[src/nfh_pkg.sv]
// Package for the NOR flash mode-command host controller
package nfh_pkg;
   // Command word addresses and data
   localparam logic [10:0] NFH_ADDR_UNLOCK1 = 11'h555;
   localparam logic [10:0] NFH_ADDR_UNLOCK2 = 11'h2aa;
   localparam logic [10:0] NFH_ADDR_ANY = 11'h000;
   localparam logic [15:0] NFH_DATA_UNLOCK1 = 16'h00aa;
   localparam logic [15:0] NFH_DATA_UNLOCK2 = 16'h0055;
   localparam logic [15:0] NFH_DATA_BYPASS_ENTRY = 16'h0020;
   localparam logic [15:0] NFH_DATA_PROGRAM_SETUP = 16'h00a0;
   localparam logic [15:0] NFH_DATA_EXIT1 = 16'h0090;
   localparam logic [15:0] NFH_DATA_EXIT2 = 16'h0000;
   localparam logic [15:0] NFH_DATA_SECURE_ENTRY = 16'h0088;
   localparam logic [15:0] NFH_DATA_AUTOSELECT = 16'h0090;
   localparam logic [15:0] NFH_DATA_RESET = 16'h00f0;
   // Autoselect word addresses
   localparam logic [10:0] NFH_AS_MAKER = 11'h000;
   localparam logic [10:0] NFH_AS_SECURE = 11'h003;
   localparam logic [10:0] NFH_AS_PROTECT = 11'h002;
   localparam int NFH_IND_BIT = 7;
   localparam int NFH_SECURE_WORDS = 128;
   localparam int NFH_SERIAL_WORDS = 8;
   // Host register map (word index on the software port)
   localparam logic [3:0] NFH_REG_CMD = 4'h0;
   localparam logic [3:0] NFH_REG_ADDR = 4'h1;
   localparam logic [3:0] NFH_REG_WDATA = 4'h2;
   localparam logic [3:0] NFH_REG_STATUS = 4'h3;
   localparam logic [3:0] NFH_REG_RDATA = 4'h4;
   // Command codes written to the command register
   localparam logic [3:0] NFH_OP_READ = 4'h1;
   localparam logic [3:0] NFH_OP_BYPASS_ENTER = 4'h2;
   localparam logic [3:0] NFH_OP_BYPASS_PROG = 4'h3;
   localparam logic [3:0] NFH_OP_BYPASS_EXIT = 4'h4;
   localparam logic [3:0] NFH_OP_SECURE_ENTER = 4'h5;
   localparam logic [3:0] NFH_OP_SECURE_EXIT = 4'h6;
   localparam logic [3:0] NFH_OP_AUTOSEL_ENTER = 4'h7;
   localparam logic [3:0] NFH_OP_RESET = 4'h8;
   localparam logic [3:0] NFH_OP_PROGRAM = 4'h9;
   // Bus timing in ns and cycles at 20 MHz
   localparam int NFH_CLK_NS = 50;
   localparam int NFH_PULSE_NS = 100;
   localparam int NFH_PULSE_CYC = (NFH_PULSE_NS + NFH_CLK_NS - 1) / NFH_CLK_NS;
   localparam int NFH_READ_NS = 150;
   localparam int NFH_READ_CYC = (NFH_READ_NS + NFH_CLK_NS - 1) / NFH_CLK_NS;
   // Mode of the device as tracked by the host
   typedef enum logic [3:0] {
      NFH_MODE_READ = 4'b0001,
      NFH_MODE_BYPASS = 4'b0010,
      NFH_MODE_SECURE = 4'b0100,
      NFH_MODE_AUTOSEL = 4'b1000
   } nfh_mode_type;
   // One bus cycle toward the flash
   typedef struct packed {
      logic [25:0] addr;
      logic [15:0] data;
   } nfh_cycle_type;
endpackage

[src/nfh_host.sv]
// Host controller issuing NOR flash mode command sequences
//
// What this block does
// - Bypass entry: two unlock writes then 0020h.
// - Bypass program: 00A0h anywhere, then address and data.
// - Bypass exit: 90h then 00h, any address.
// - Secured entry: two unlock writes then 0088h.
// - Secured exit: unlocks, 0090h at command address, 0000h.
// - Autoselect by high voltage on an address line or by command.
// - Autoselect command only when device is not busy.
// - Reset command leaves autoselect back to read.
// - Protection check puts sector address on top address bits.
// - Software reset is 00F0h at any address.
//
// Our own choices: the strobed register port and the address map.
`timescale 1ns/100ps
`default_nettype none
module nfh_host
   import nfh_pkg::*;
#(
   parameter int ADDR_W = 26,
   parameter int PULSE_CYC = NFH_PULSE_CYC,
   parameter int READ_CYC = NFH_READ_CYC
) (
   // Clock and reset
   input wire logic clk,
   input wire logic nrst,
   // Software register port
   input wire logic [3:0] sw_addr,
   input wire logic [31:0] sw_wdata,
   input wire logic sw_wr,
   input wire logic sw_rd,
   output logic [31:0] sw_rdata,
   // Flash bus
   output logic [ADDR_W-1:0] flash_addr,
   output logic [15:0] flash_dq_out,
   output logic flash_dq_oe_n,
   input wire logic [15:0] flash_dq_in,
   output logic flash_ce_n,
   output logic flash_oe_n,
   output logic flash_we_n,
   input wire logic flash_ready,
   // High-voltage autoselect request toward the programmer rig
   output logic identify_high_voltage
);
   typedef enum logic [4:0] {
      ST_IDLE = 5'b00001,
      ST_SETUP = 5'b00010,
      ST_WRITE = 5'b00100,
      ST_READ = 5'b01000,
      ST_HOLD = 5'b10000
   } nfh_state_type;

   nfh_state_type state_reg, state_next;
   nfh_mode_type mode_reg;
   nfh_cycle_type seq_reg [0:3];
   logic [2:0] seq_len_reg;
   logic [2:0] seq_idx_reg;
   logic seq_read_reg;
   logic [3:0] op_reg;
   logic [7:0] cnt_reg;
   logic [ADDR_W-1:0] addr_reg;
   logic [15:0] wdata_reg;
   logic [15:0] rdata_reg;
   logic refused_reg;
   logic hv_reg;

   // Build an unlock-style bus cycle
   function automatic nfh_cycle_type mk(input logic [10:0] a, input logic [15:0] d);
      mk.addr = {{(26 - 11){1'b0}}, a};
      mk.data = d;
   endfunction

   wire busy = (state_reg != ST_IDLE);
   wire cmd_wr = sw_wr && (sw_addr == NFH_REG_CMD) && !busy;
   wire [3:0] cmd_op = sw_wdata[3:0];
   wire busy_refuse = (cmd_op == NFH_OP_SECURE_ENTER || cmd_op == NFH_OP_AUTOSEL_ENTER)
      && !flash_ready;
   // no bypass while secured mode active; bypass takes only its own set, read and reset
   wire mode_refuse =
      (mode_reg == NFH_MODE_SECURE && (cmd_op == NFH_OP_BYPASS_ENTER
         || cmd_op == NFH_OP_BYPASS_PROG)) ||
      (mode_reg == NFH_MODE_BYPASS && (cmd_op == NFH_OP_SECURE_ENTER
         || cmd_op == NFH_OP_AUTOSEL_ENTER || cmd_op == NFH_OP_PROGRAM
         || cmd_op == NFH_OP_SECURE_EXIT)) ||
      (mode_reg != NFH_MODE_BYPASS && (cmd_op == NFH_OP_BYPASS_PROG
         || cmd_op == NFH_OP_BYPASS_EXIT));
   wire cmd_go = cmd_wr && !busy_refuse && !mode_refuse;
   wire cnt_done = (cnt_reg == 8'h00);
   wire last_cycle = (seq_idx_reg == seq_len_reg - 3'h1);
   // secured window keeps only the low 128-word address bits
   wire [ADDR_W-1:0] secure_mask = ADDR_W'(NFH_SECURE_WORDS - 1);
   wire [ADDR_W-1:0] eff_addr = (mode_reg == NFH_MODE_SECURE) ? (addr_reg & secure_mask)
      : addr_reg;
   wire nfh_cycle_type cur = seq_reg[seq_idx_reg[1:0]];

   // Software readback
   wire [31:0] status_word = {20'h0, hv_reg, refused_reg, op_reg, mode_reg, 1'b0, busy};
   wire [31:0] rd_mux = (sw_addr == NFH_REG_STATUS) ? status_word :
      (sw_addr == NFH_REG_RDATA) ? {16'h0, rdata_reg} :
      (sw_addr == NFH_REG_ADDR) ? 32'(addr_reg) :
      (sw_addr == NFH_REG_WDATA) ? {16'h0, wdata_reg} : 32'h0;

   // Sequencer next state
   always_comb begin
      state_next = state_reg;
      case (state_reg)
         ST_IDLE: if (cmd_go) state_next = ST_SETUP;
         ST_SETUP: state_next = seq_read_reg && last_cycle ? ST_READ : ST_WRITE;
         ST_WRITE: if (cnt_done) state_next = ST_HOLD;
         ST_READ: if (cnt_done) state_next = ST_HOLD;
         ST_HOLD: state_next = last_cycle ? ST_IDLE : ST_SETUP;
         default: state_next = ST_IDLE;
      endcase
   end

   // Software register writes and readback
   always_ff @(posedge clk or negedge nrst) begin
      if (!nrst) begin
         addr_reg <= '0;
         wdata_reg <= 16'h0;
         sw_rdata <= 32'h0;
         hv_reg <= 1'b0;
      end else begin
         if (sw_wr && sw_addr == NFH_REG_ADDR) addr_reg <= sw_wdata[ADDR_W-1:0];
         if (sw_wr && sw_addr == NFH_REG_WDATA) wdata_reg <= sw_wdata[15:0];
         if (sw_wr && sw_addr == NFH_REG_STATUS) hv_reg <= sw_wdata[9];
         sw_rdata <= sw_rd ? rd_mux : 32'h0;
      end
   end

   // Load a command sequence
   always_ff @(posedge clk or negedge nrst) begin
      if (!nrst) begin
         for (int i = 0; i < 4; i++) seq_reg[i] <= '0;
         seq_len_reg <= 3'h1;
         seq_read_reg <= 1'b0;
         op_reg <= 4'h0;
         refused_reg <= 1'b0;
      end else if (cmd_wr) begin
         op_reg <= cmd_op;
         refused_reg <= !cmd_go;
         seq_read_reg <= 1'b0;
         seq_reg[0] <= mk(NFH_ADDR_UNLOCK1, NFH_DATA_UNLOCK1);
         seq_reg[1] <= mk(NFH_ADDR_UNLOCK2, NFH_DATA_UNLOCK2);
         seq_reg[2] <= '{addr: 26'(eff_addr), data: wdata_reg};
         seq_reg[3] <= '{addr: 26'(eff_addr), data: wdata_reg};
         seq_len_reg <= 3'h3;
         case (cmd_op)
            NFH_OP_BYPASS_ENTER: seq_reg[2] <= mk(NFH_ADDR_UNLOCK1, NFH_DATA_BYPASS_ENTRY);
            NFH_OP_BYPASS_PROG: begin
               seq_reg[0] <= mk(NFH_ADDR_ANY, NFH_DATA_PROGRAM_SETUP);
               seq_reg[1] <= '{addr: 26'(eff_addr), data: wdata_reg};
               seq_len_reg <= 3'h2;
            end
            NFH_OP_BYPASS_EXIT: begin
               seq_reg[0] <= mk(NFH_ADDR_ANY, NFH_DATA_EXIT1);
               seq_reg[1] <= mk(NFH_ADDR_ANY, NFH_DATA_EXIT2);
               seq_len_reg <= 3'h2;
            end
            NFH_OP_SECURE_ENTER: seq_reg[2] <= mk(NFH_ADDR_UNLOCK1, NFH_DATA_SECURE_ENTRY);
            NFH_OP_SECURE_EXIT: begin
               seq_reg[2] <= mk(NFH_ADDR_UNLOCK1, NFH_DATA_EXIT1);
               seq_reg[3] <= mk(NFH_ADDR_ANY, NFH_DATA_EXIT2);
               seq_len_reg <= 3'h4;
            end
            // autoselect entry at first unlock address
            NFH_OP_AUTOSEL_ENTER: seq_reg[2] <= mk(NFH_ADDR_UNLOCK1, NFH_DATA_AUTOSELECT);
            NFH_OP_RESET: begin
               seq_reg[0] <= mk(NFH_ADDR_ANY, NFH_DATA_RESET);
               seq_len_reg <= 3'h1;
            end
            // Normal four-cycle program
            NFH_OP_PROGRAM: begin
               seq_reg[2] <= mk(NFH_ADDR_UNLOCK1, NFH_DATA_PROGRAM_SETUP);
               seq_len_reg <= 3'h4;
            end
            // plain read; sector address comes from the address register
            NFH_OP_READ: begin
               seq_reg[0] <= '{addr: 26'(eff_addr), data: 16'h0};
               seq_len_reg <= 3'h1;
               seq_read_reg <= 1'b1;
            end
            default: seq_len_reg <= 3'h1;
         endcase
      end
   end

   // Track the device mode
   always_ff @(posedge clk or negedge nrst) begin
      if (!nrst) begin
         mode_reg <= NFH_MODE_READ;
      end else if (state_reg == ST_HOLD && last_cycle) begin
         case (op_reg)
            NFH_OP_BYPASS_ENTER: mode_reg <= NFH_MODE_BYPASS;
            NFH_OP_SECURE_ENTER: mode_reg <= NFH_MODE_SECURE;
            NFH_OP_AUTOSEL_ENTER: mode_reg <= NFH_MODE_AUTOSEL;
            NFH_OP_RESET: if (mode_reg == NFH_MODE_AUTOSEL) mode_reg <= NFH_MODE_READ;
            NFH_OP_BYPASS_EXIT,
            NFH_OP_SECURE_EXIT: mode_reg <= NFH_MODE_READ;
            default: mode_reg <= mode_reg;
         endcase
      end
   end

   // Bus cycle sequencer
   always_ff @(posedge clk or negedge nrst) begin
      if (!nrst) begin
         state_reg <= ST_IDLE;
         seq_idx_reg <= 3'h0;
         cnt_reg <= 8'h0;
         rdata_reg <= 16'h0;
      end else begin
         state_reg <= state_next;
         if (state_reg == ST_IDLE) seq_idx_reg <= 3'h0;
         if (state_reg == ST_SETUP) cnt_reg <= 8'(seq_read_reg ? READ_CYC : PULSE_CYC);
         else if (!cnt_done) cnt_reg <= cnt_reg - 8'h1;
         if (state_reg == ST_READ && cnt_done) rdata_reg <= flash_dq_in;
         if (state_reg == ST_HOLD) seq_idx_reg <= seq_idx_reg + 3'h1;
      end
   end

   // Flash pin drive
   always_ff @(posedge clk or negedge nrst) begin
      if (!nrst) begin
         flash_addr <= '0;
         flash_dq_out <= 16'h0;
      end else if (state_reg == ST_SETUP) begin
         flash_addr <= ADDR_W'(cur.addr);
         flash_dq_out <= cur.data;
      end
   end

   assign flash_ce_n = !(state_reg == ST_WRITE || state_reg == ST_READ);
   assign flash_we_n = !(state_reg == ST_WRITE);
   assign flash_oe_n = !(state_reg == ST_READ);
   assign flash_dq_oe_n = !(state_reg == ST_SETUP || state_reg == ST_WRITE
      || state_reg == ST_HOLD) || seq_read_reg;
   assign identify_high_voltage = hv_reg;
endmodule
`default_nettype wire

[config.mk]
export PLATFORM = sky130hd
export DESIGN_NAME = nfh_host
export DESIGN_NICKNAME = d
export VERILOG_FILES = /design/src/nfh_pkg.sv /design/src/nfh_host.sv
export SDC_FILE = /design/constraint.sdc
export NUM_CORES = 1
export LEC_CHECK = 0
export BUFFER_PORTS_ARGS = -buffer_cell sky130_fd_sc_hd__buf_4
export CAP_MARGIN = 30
export CORE_MARGIN = 2
export CORE_UTILIZATION = 60
export DETAILED_ROUTE_END_ITERATION = 8
export GPL_TIMING_DRIVEN = 1
export PLACE_DENSITY = 0.81
export SYNTH_ARGS = -nofsm -noshare
export SYNTH_HDL_FRONTEND = slang
export SYNTH_SLANG_ARGS = --single-unit
[constraint.sdc]
create_clock -name clk -period 5.18 [get_ports clk]
set_clock_uncertainty 0.05 [all_clocks]
set_input_delay 0.259 -clock clk [delete_from_list [all_inputs] [get_ports clk]]
set_output_delay 0.259 -clock clk [all_outputs]
set_load 0.02 [all_outputs]
---- Word level (Yosys, flattened, before mapping) ----
Index checks and enable logic that the tools add are counted.
storage, ports and cells
  logic and storage cells ................. 135
  flip-flop bits (word level) ............. 324
  input bits .............................. 57
  output and inout port bits .............. 79
cells by class
  magnitude comparators ................... 1
  bitwise logic cells ..................... 1
  reduce and logical (&&, ||, !) cells .... 46
  equal/unequal tests ..................... 34
  add/sub/neg operators ................... 3
  multiplexer cells ....................... 27
operators with widths
  operator               count
  $pmux W42 S4           2
  $mux W26               5
  $mux W42               3
  $bmux W42 S2           1
  $pmux W42 S2           1
  $eq A4 B3 Y1 const B   10
  $eq A4 B2 Y1 const B   6
  $pmux W4 S5            1
  $pmux W5 S4            1
  $eq A4 B4 Y1 const B   4
  $mux W16               1
  $mux W8                2
  $logic_and A1 B1 Y1    14
  $logic_or A1 B1 Y1     11
  $mux W5                2
  $reduce_or A2 Y1       5
  $logic_not A1 Y1       9
  $pmux W3 S3            1
  $eq A4 B1 Y1 const B   2
  $logic_not A8 Y1       1
  $mux W4                2
  $sub A8 B1 Y8 const B  1
  $mux W3                2
  $eq A5 B1 Y1 const B   1
  other kinds (21)       24

---- Depth between registers and ports, before layout ----
Gate-level depths: netlist (run 1).
  word-level depth ........................ 11
  gate-level depth with buffers ........... 8
  mapped depth without buffers ............ 6

---- Least setup slack after synthesis (run 1) ----
OpenSTA, ideal clock, no wires.
  path kind ............................... reg2reg
  start ................................... register seq_len_reg[0]
  end ..................................... register mode_reg[2]
  clock period less this slack ............ 2.152 ns
  setup slack ............................. 3.028 ns
  cell stages (with the launch flop) ...... 7
  setup time .............................. 0.125 ns
  data arrival time ....................... 1.977 ns
  path buffers ............................ 0
  cell sequence ........................... dfstp_2 -> inv_1 -> ha_1 -> xor3_1 -> nor3_1 -> o211ai_1 -> mux2_2
on the way
  word-level cells in the longest chain between the ends .. 4
ends and longest elaborated chain
  item                         line             text
  start: declaration           nfh_host.sv:57   logic [2:0] seq_len_reg;
  start signal: assignment     nfh_host.sv:136  seq_len_reg <= 3'h1;
  start signal: assignment     nfh_host.sv:148  seq_len_reg <= 3'h3;
  start signal: assignment     nfh_host.sv:154  seq_len_reg <= 3'h2;
  $sub A3 B1 Y3                nfh_host.sv:90   wire last_cycle = (seq_idx_reg == seq_len_reg - 3'h1);
  $eq A3 B3 Y1                 nfh_host.sv:90
  $logic_and A1 B1 Y1          nfh_host.sv:193  end else if (state_reg == ST_HOLD && last_cycle) begin
  $reduce_and A3 Y1 (no line)  n/a
  end signal: assignment       nfh_host.sv:201  default: mode_reg <= mode_reg;
  end: declaration             nfh_host.sv:55   nfh_mode_type mode_reg;
No other way between the ends.
A chain may end at the register's enable or synchronous reset.

---- Final worst setup path (run 1) ----
  start ................................... register state_reg[3]
  end ..................................... output flash_dq_oe_n
on the way
  word-level cells in the longest chain between the ends .. 5
  elaborated cells on any way between the ends .. 7
ends and longest elaborated chain
  item                                          line             text
  start: declaration                            nfh_host.sv:54   nfh_state_type state_reg, state_next;
  start signal: assignment                      nfh_host.sv:214  state_reg <= state_next;
  $eq A5 B2 Y1 or $eq A5 B3 Y1 (tied branches)  nfh_host.sv:237  assign flash_dq_oe_n = !(state_reg == ST_SETUP || state_reg == ST_WRITE
  $logic_or A1 B1 Y1                            nfh_host.sv:237
  $logic_or A1 B1 Y1 *                          nfh_host.sv:238  || state_reg == ST_HOLD) || seq_read_reg;
  $logic_not A1 Y1 *                            nfh_host.sv:237
  $logic_or A1 B1 Y1 *                          nfh_host.sv:238
  end: declaration                              nfh_host.sv:37   output logic flash_dq_oe_n,
Mark *: on every way between the ends. The rest lies on a longest branch, timed or not.

==> results of run 1 <==
critical path, cell delays in order, from the launching register on:
cell and delay, ps:
dfrtp_1 420, nor3_2 430, nand3b_1 740, buf_4 540
a31o_2 290, buf_4 150
cell usage in the layout (no fill, tap or decap), types with 5 or more instances in the layout:
cell	count
nand2_1	320
dfrtp_1	308
buf_4	135
nand3_1	68
mux2_2	61
nor2_1	60
dlygate4sd3_1	39
a22o_1	38
clkbuf_16	35
mux4_2	32
o21ai_0	31
a21oi_1	27
and2_1	23
nand3b_1	14
a31oi_1	14
nor3_1	13
nor2b_1	11
o221ai_1	11
a21boi_0	11
o31ai_1	11
a221oi_1	11
mux2_4	10
nand2b_1	9
clkbuf_1	9
inv_1	6
a2bb2oi_1	6
conb_1	6
clkbuf_8	6
mux2i_1	5
clkinv_2	5
cells in the mapped netlist (all sizes together), types with 14 or more instances:
master / number
a22o: 38
dfrtp: 310
buf: 40
nand3: 69
mux4: 32
o21ai: 32
nor2: 62
a31oi: 14
nand2: 320
a21oi: 27
nor3: 17
and2: 24
clkbuf: 53
nand3b: 14
mux2: 71
layer usage:
metal,wire (um),GRT usage
met1,14700,0.414
met2,17600,0.488
met3,2410,0.0507
met4,1040,0.102
met5,0,0
logic make-up (layout without fill, tap and decap cells):
logic type / after synthesis / in the layout / share of synthesized area
simple gates: 561 / 561 / 0.188
flops: 313 / 313 / 0.560
compound gates: 187 / 187 / 0.0970
mux: 108 / 108 / 0.115
buf+inv: 100 / 245 / 0.0317
xor+xnor: 7 / 7 / 0.00546
fa+ha+maj: 3 / 3 / 0.00268
other cells: 1 / 6 / 0.000268
per-stage QoR:
| step | instances | hold slack, ps | area, um2 |
|---|---|---|---|
| 6_report | 1743 | 17.8 | 16600 |
| 5_1_grt | 1743 | 17.1 | 16600 |
| 4_1_cts | 1741 | 7.47 | 16500 |
| 3_5_place_dp | 1643 | 166 | 15100 |
| 3_3_place_gp | 1641 | 163 | 15000 |
| 2_1_floorplan | 1285 | -86.6 | 14000 |
where the power goes:
group	internal, mW	switching (mW)	leakage, nW	total, mW
clock	1.38	0.966	0.528	2.35
combinational	0.679	0.751	3.29	1.43
sequential	2.99	0.453	4.09	3.44
final cells by class:
class	count	area, um2	area share
clock buffers	50	992	0.0598
clock inverters	9	80.1	0.00483
inverters	7	26.3	0.00158
multi-input cells	872	5750	0.347
flip-flops and latches	313	7840	0.473
well taps	313	392	0.0236
repair buffers	179	1510	0.0908
worst max path at each step:
| stage | startpoint | end | slack (ps) |
|---|---|---|---|
| after floorplan | seq_len_reg[0] | mode_reg[2] | 3030 |
| after CTS | state_reg[3] | flash_dq_oe_n | 1820 |
| after detailed placement | state_reg[0] | seq_reg[148] | 2170 |
| after global routing | state_reg[3] | flash_dq_oe_n | 1640 |
| after global placement | sw_addr[0] | seq_reg[148] | 2230 |
| final | state_reg[3] | flash_dq_oe_n | 1790 |
repair_timing:
| item | 4_1_cts | 5_1_grt |
|---|---|---|
| setup endpoints to repair | 0 | 0 |
| gates resized for setup | 0 | 0 |
| hold buffers | 39 | 0 |
| endpoints found under the hold margin | 108 | 0 |
==> impl_metrics.csv, run 1 <==
group,metric,value,unit
finish,largest_reg_flops,157,
sta,post-route-min-period,3390,ps
setup_path,cp-end-kind,"primary output",
route,firstDrtPassIters,5,
pwr,ir_drop,0.214,mV
synthesis,synth_seq_cells,313,
finish,finish.utilization,0.728,
worst_hold_path,hp-class,"in2reg",
synthesis,ys_top_cells_by_area,"dfrtp_1 55%, nand2_1 8.6%, mux4_2 5.2%, mux2_2 4.9%, nand3_1 2.4%",
synthesis,synth_area,0.0140,mm2
pwr,p_leak,7.91,nW
synthesis,syn_avg_cell_area,10.9,um2
finish,num_antenna_cells,0,
synthesis,synth_edf_count,0,
floorplanning,coreArea,0.0228,mm2
global_route,grt_pass1_wl,56900,um
finish,nFillCells,1572,
clock_tree,clockRootBuffer,"clkbuf_16",
route,drt_iter0_markers,940,
route,wirelength,35800,um
sta,tightest_slew,983,ps
finish,area_growth,18.6,%
pwr,power.density,435,mW/mm2
clock_tree,clk_path_buf_depth,3,
setup_path,worst-setup-path-type,"reg2out",
floorplanning,rows,55,
global_route,grt.total_usage,0.300,
clock_tree,clk_pin_slew_worst_paths,60,ps
setup_path,reg2reg_depth,5,
synthesis,synthCells,1280,
setup_path,start_kind,"flop",
placed_design,preCtsSetupSlack,2170,ps
synthesis,yosysWarnings,0,
floorplanning,io_pins,136,
synthesis,yosys.area.top_type,"dfrtp_1",
setup_path,reg2reg_slack,2110,ps
setup_path,regToRegEndpoint,"seq_reg[146]",
sta,rsz0062_at_grt,"false",
sta,finalMaxSlewViolations,0,
sta,timing.final.ws_setup,1790,ps
worst_hold_path,min-delay-start,"sw_rd",
pwr,p_total,7.22,mW
synthesis,netlist.area_leader.share,0.555,
placed_design,place_hpwl,22100,um
status,outcome,"finished, final reports clean",
finish,drive_gt1_frac,0.222,
route,viasPerCell,6.06,
setup_path,critical_path_arrival,3080,ps
floorplanning,die_x,157,um
route,via_count,10600,
setup_path,cp_max_fo,30,
job,cap_viol_max_count,0,
clock_tree,cts_sinks,313,
sta,slew_headroom,0.341,
global_route,grt_max_degree,177,
placed_design,portBuffers,123,
sta,max_freq,295,MHz
synthesis,synthArstFlopShare,1.00,
global_route,antenna_found_initial,0,
clock_tree,cts_tree,"built",
sta,tns,0,ps
clock_tree,clock_latency,520,ps
global_route,grt_overflow_total,0,
clock_tree,postCtsSetupRepairBufs,0,
synthesis,synthDistinctLibCells,78,
synthesis,seq_area_frac_synth,0.560,
setup_path,worstPathRequired,4870,ps
floorplanning,die_h,157,um
sta,finalSetupViolCount,0,
route,wl_per_cell,20.5,um
floorplanning,start_util,0.614,
placed_design,gp_congestion,0.879,
clock_tree,cts-buffers-inserted,34,
finish,fin_nets,1467,
global_route,grt_pass1_vias,10700,
route,drc_errors,0,
worst_hold_path,worstHoldPathCells,2,
worst_hold_path,holdPathEnd,"sw_rdata[9]",
synthesis,synth_flop_cell,"dfrtp_1",
route,ant_nets,0,
clock_tree,cts_max_level,2,
sta,fin_crit_sh,0.654,
floorplanning,die-area,0.0245,mm2
sta,hold_viol,0,
setup_path,rr_startpoint,"state_reg[0]",
Power figures use the tool's default switching activity.
==> run 2, diff against run 1 <==
- CORE_UTILIZATION: 60 -> 54
- PLACE_DENSITY: 0.81 -> 0.77
- clock period: 5.18 -> 2.9 ns (I/O delays scaled with it)
==> impl_metrics.csv, run 2 (synthesis results as in run 1) <==
group,metric,value,unit
global_route,grt.total_usage,0.269,
job,cap_viol_max_count,0,
global_route,antenna_found_initial,0,
setup_path,rr_startpoint,"state_reg[3]",
floorplanning,io_pins,136,
sta,tightest_slew,979,ps
route,wl_per_cell,19.8,um
clock_tree,clk_path_buf_depth,3,
global_route,grt_max_degree,95,
finish,multi_input_comb_area,0.00574,mm2
setup_path,regToRegEndpoint,"seq_reg[142]",
route,drt_iter0_markers,889,
clock_tree,clockRootBuffer,"clkbuf_16",
clock_tree,clock_latency,520,ps
finish,final_cell_mix,"320 x nand2_1, 308 x dfrtp_1, 150 x buf_4",
finish,nFillCells,1914,
placed_design,portBuffers,123,
route,firstDrtPassIters,5,
worst_hold_path,worstHoldPathCells,3,
sta,fin_crit_sh,0.844,
clock_tree,cts_max_level,2,
finish,ff_latch_area,0.00784,mm2
route,drc_errors,0,
setup_path,reg2reg_slack,450,ps
route,viasPerCell,5.97,
worst_hold_path,holdPathEnd,"sw_rdata[14]",
setup_path,worstPathRequired,3240,ps
finish,finish.utilization,0.666,
pwr,power.density,781,mW/mm2
setup_path,start_kind,"flop",
setup_path,cp-end-kind,"flop",
sta,finalMaxSlewViolations,0,
route,ant_nets,0,
setup_path,critical_path_arrival,2790,ps
global_route,grt_overflow_total,0,
finish,area_growth,20.6,%
sta,post-route-min-period,2450,ps
floorplanning,coreArea,0.0253,mm2
clock_tree,cts_resized,0,
placed_design,place_hpwl,22500,um
finish,num_antenna_cells,0,
finish,mostFrequentLayoutCell,"nand2_1",
finish,drive_gt1_frac,0.235,
global_route,grt_pass1_vias,10500,
route,via_count,10600,
route,wirelength,35300,um
clock_tree,cts-buffers-inserted,34,
sta,hold_viol,0,
worst_hold_path,hp-class,"in2reg",
status,outcome,"finished, final reports clean",
pwr,p_total,13.2,mW
floorplanning,start_util,0.552,
floorplanning,die_x,165,um
worst_hold_path,min-delay-start,"sw_addr[3]",
clock_tree,cts_tree,"built",
pwr,ir_drop,0.435,mV
setup_path,worst-setup-path-type,"reg2reg",
floorplanning,die-area,0.0272,mm2
clock_tree,cts_sinks,313,
finish,largest_reg_flops,157,
global_route,grt_pass1_wl,56900,um
floorplanning,die_h,165,um
floorplanning,rows,58,
sta,rsz0062_at_grt,"false",
pwr,p_leak,8.07,nW
sta,max_freq,409,MHz
finish,fin_nets,1488,
sta,finalSetupViolCount,0,
clock_tree,clk_pin_slew_worst_paths,60,ps
sta,tns,0,ps
setup_path,cp_max_fo,86,
placed_design,gp_congestion,0.862,
sta,slew_headroom,0.345,
setup_path,reg2reg_depth,4,
[run 2: worst max-delay path by stage]
stage                    from            end  cells past startpoint
2_1_floorplan  seq_len_reg[0]    mode_reg[2]                      6
3_3_place_gp     state_reg[0]   seq_reg[142]                      4
3_5_place_dp     state_reg[0]   seq_reg[144]                      4
4_1_cts          state_reg[3]  flash_dq_oe_n                      5
5_1_grt          state_reg[0]   seq_reg[142]                      4
6_report         state_reg[3]   seq_reg[142]                      4
[run 2: area by class of cell]
| type | count | share of cell area |
|---|---|---|
| flip-flops and latches | 313 | 0.465 |
| clock buffers | 47 | 0.0593 |
| multi-input cells | 872 | 0.340 |
| clock inverters | 14 | 0.00994 |
| inverters | 7 | 0.00156 |
| well taps | 330 | 0.0245 |
| repair buffers | 200 | 0.0997 |
[run 2: what timing repair did]
item | in CTS | in global routing
setup buffers | 0 | 0
hold buffers | 44 | 0
endpoints found under the hold margin | 153 | 0
[run 2: metrics by stage]
stage	area, um2	std cells	hold slack, ps	setup slack, ps
final	16900	1783	15.6	453
after floorplan	14000	1285	-201	748
after detailed placement	15300	1678	184	481
after CTS	16900	1783	6.83	448
after global placement	15300	1678	172	556
after global routing	16900	1783	25.4	308
[run 2: per-layer routing]
metal	track usage	vias up	routed length (um)	part of all wire
met4	0.0893	0	1020	0.029
met2	0.431	419	17100	0.48
met3	0.0477	79	2630	0.074
li1	-	4774	-	-
met5	0	-	0	0
met1	0.376	5365	14600	0.41
[run 2: critical path: stages, from the launching register on]
cell and delay, ps:
dfrtp_1 420, nor3_2 420, nand4_4 400, buf_4 520, a221o_1 470
[run 2: where the power goes]
| group | switching, mW | internal [mW] |
|---|---|---|
| Sequential | 0.812 | 5.34 |
| Clock | 1.76 | 2.69 |
| Combinational | 1.33 | 1.23 |
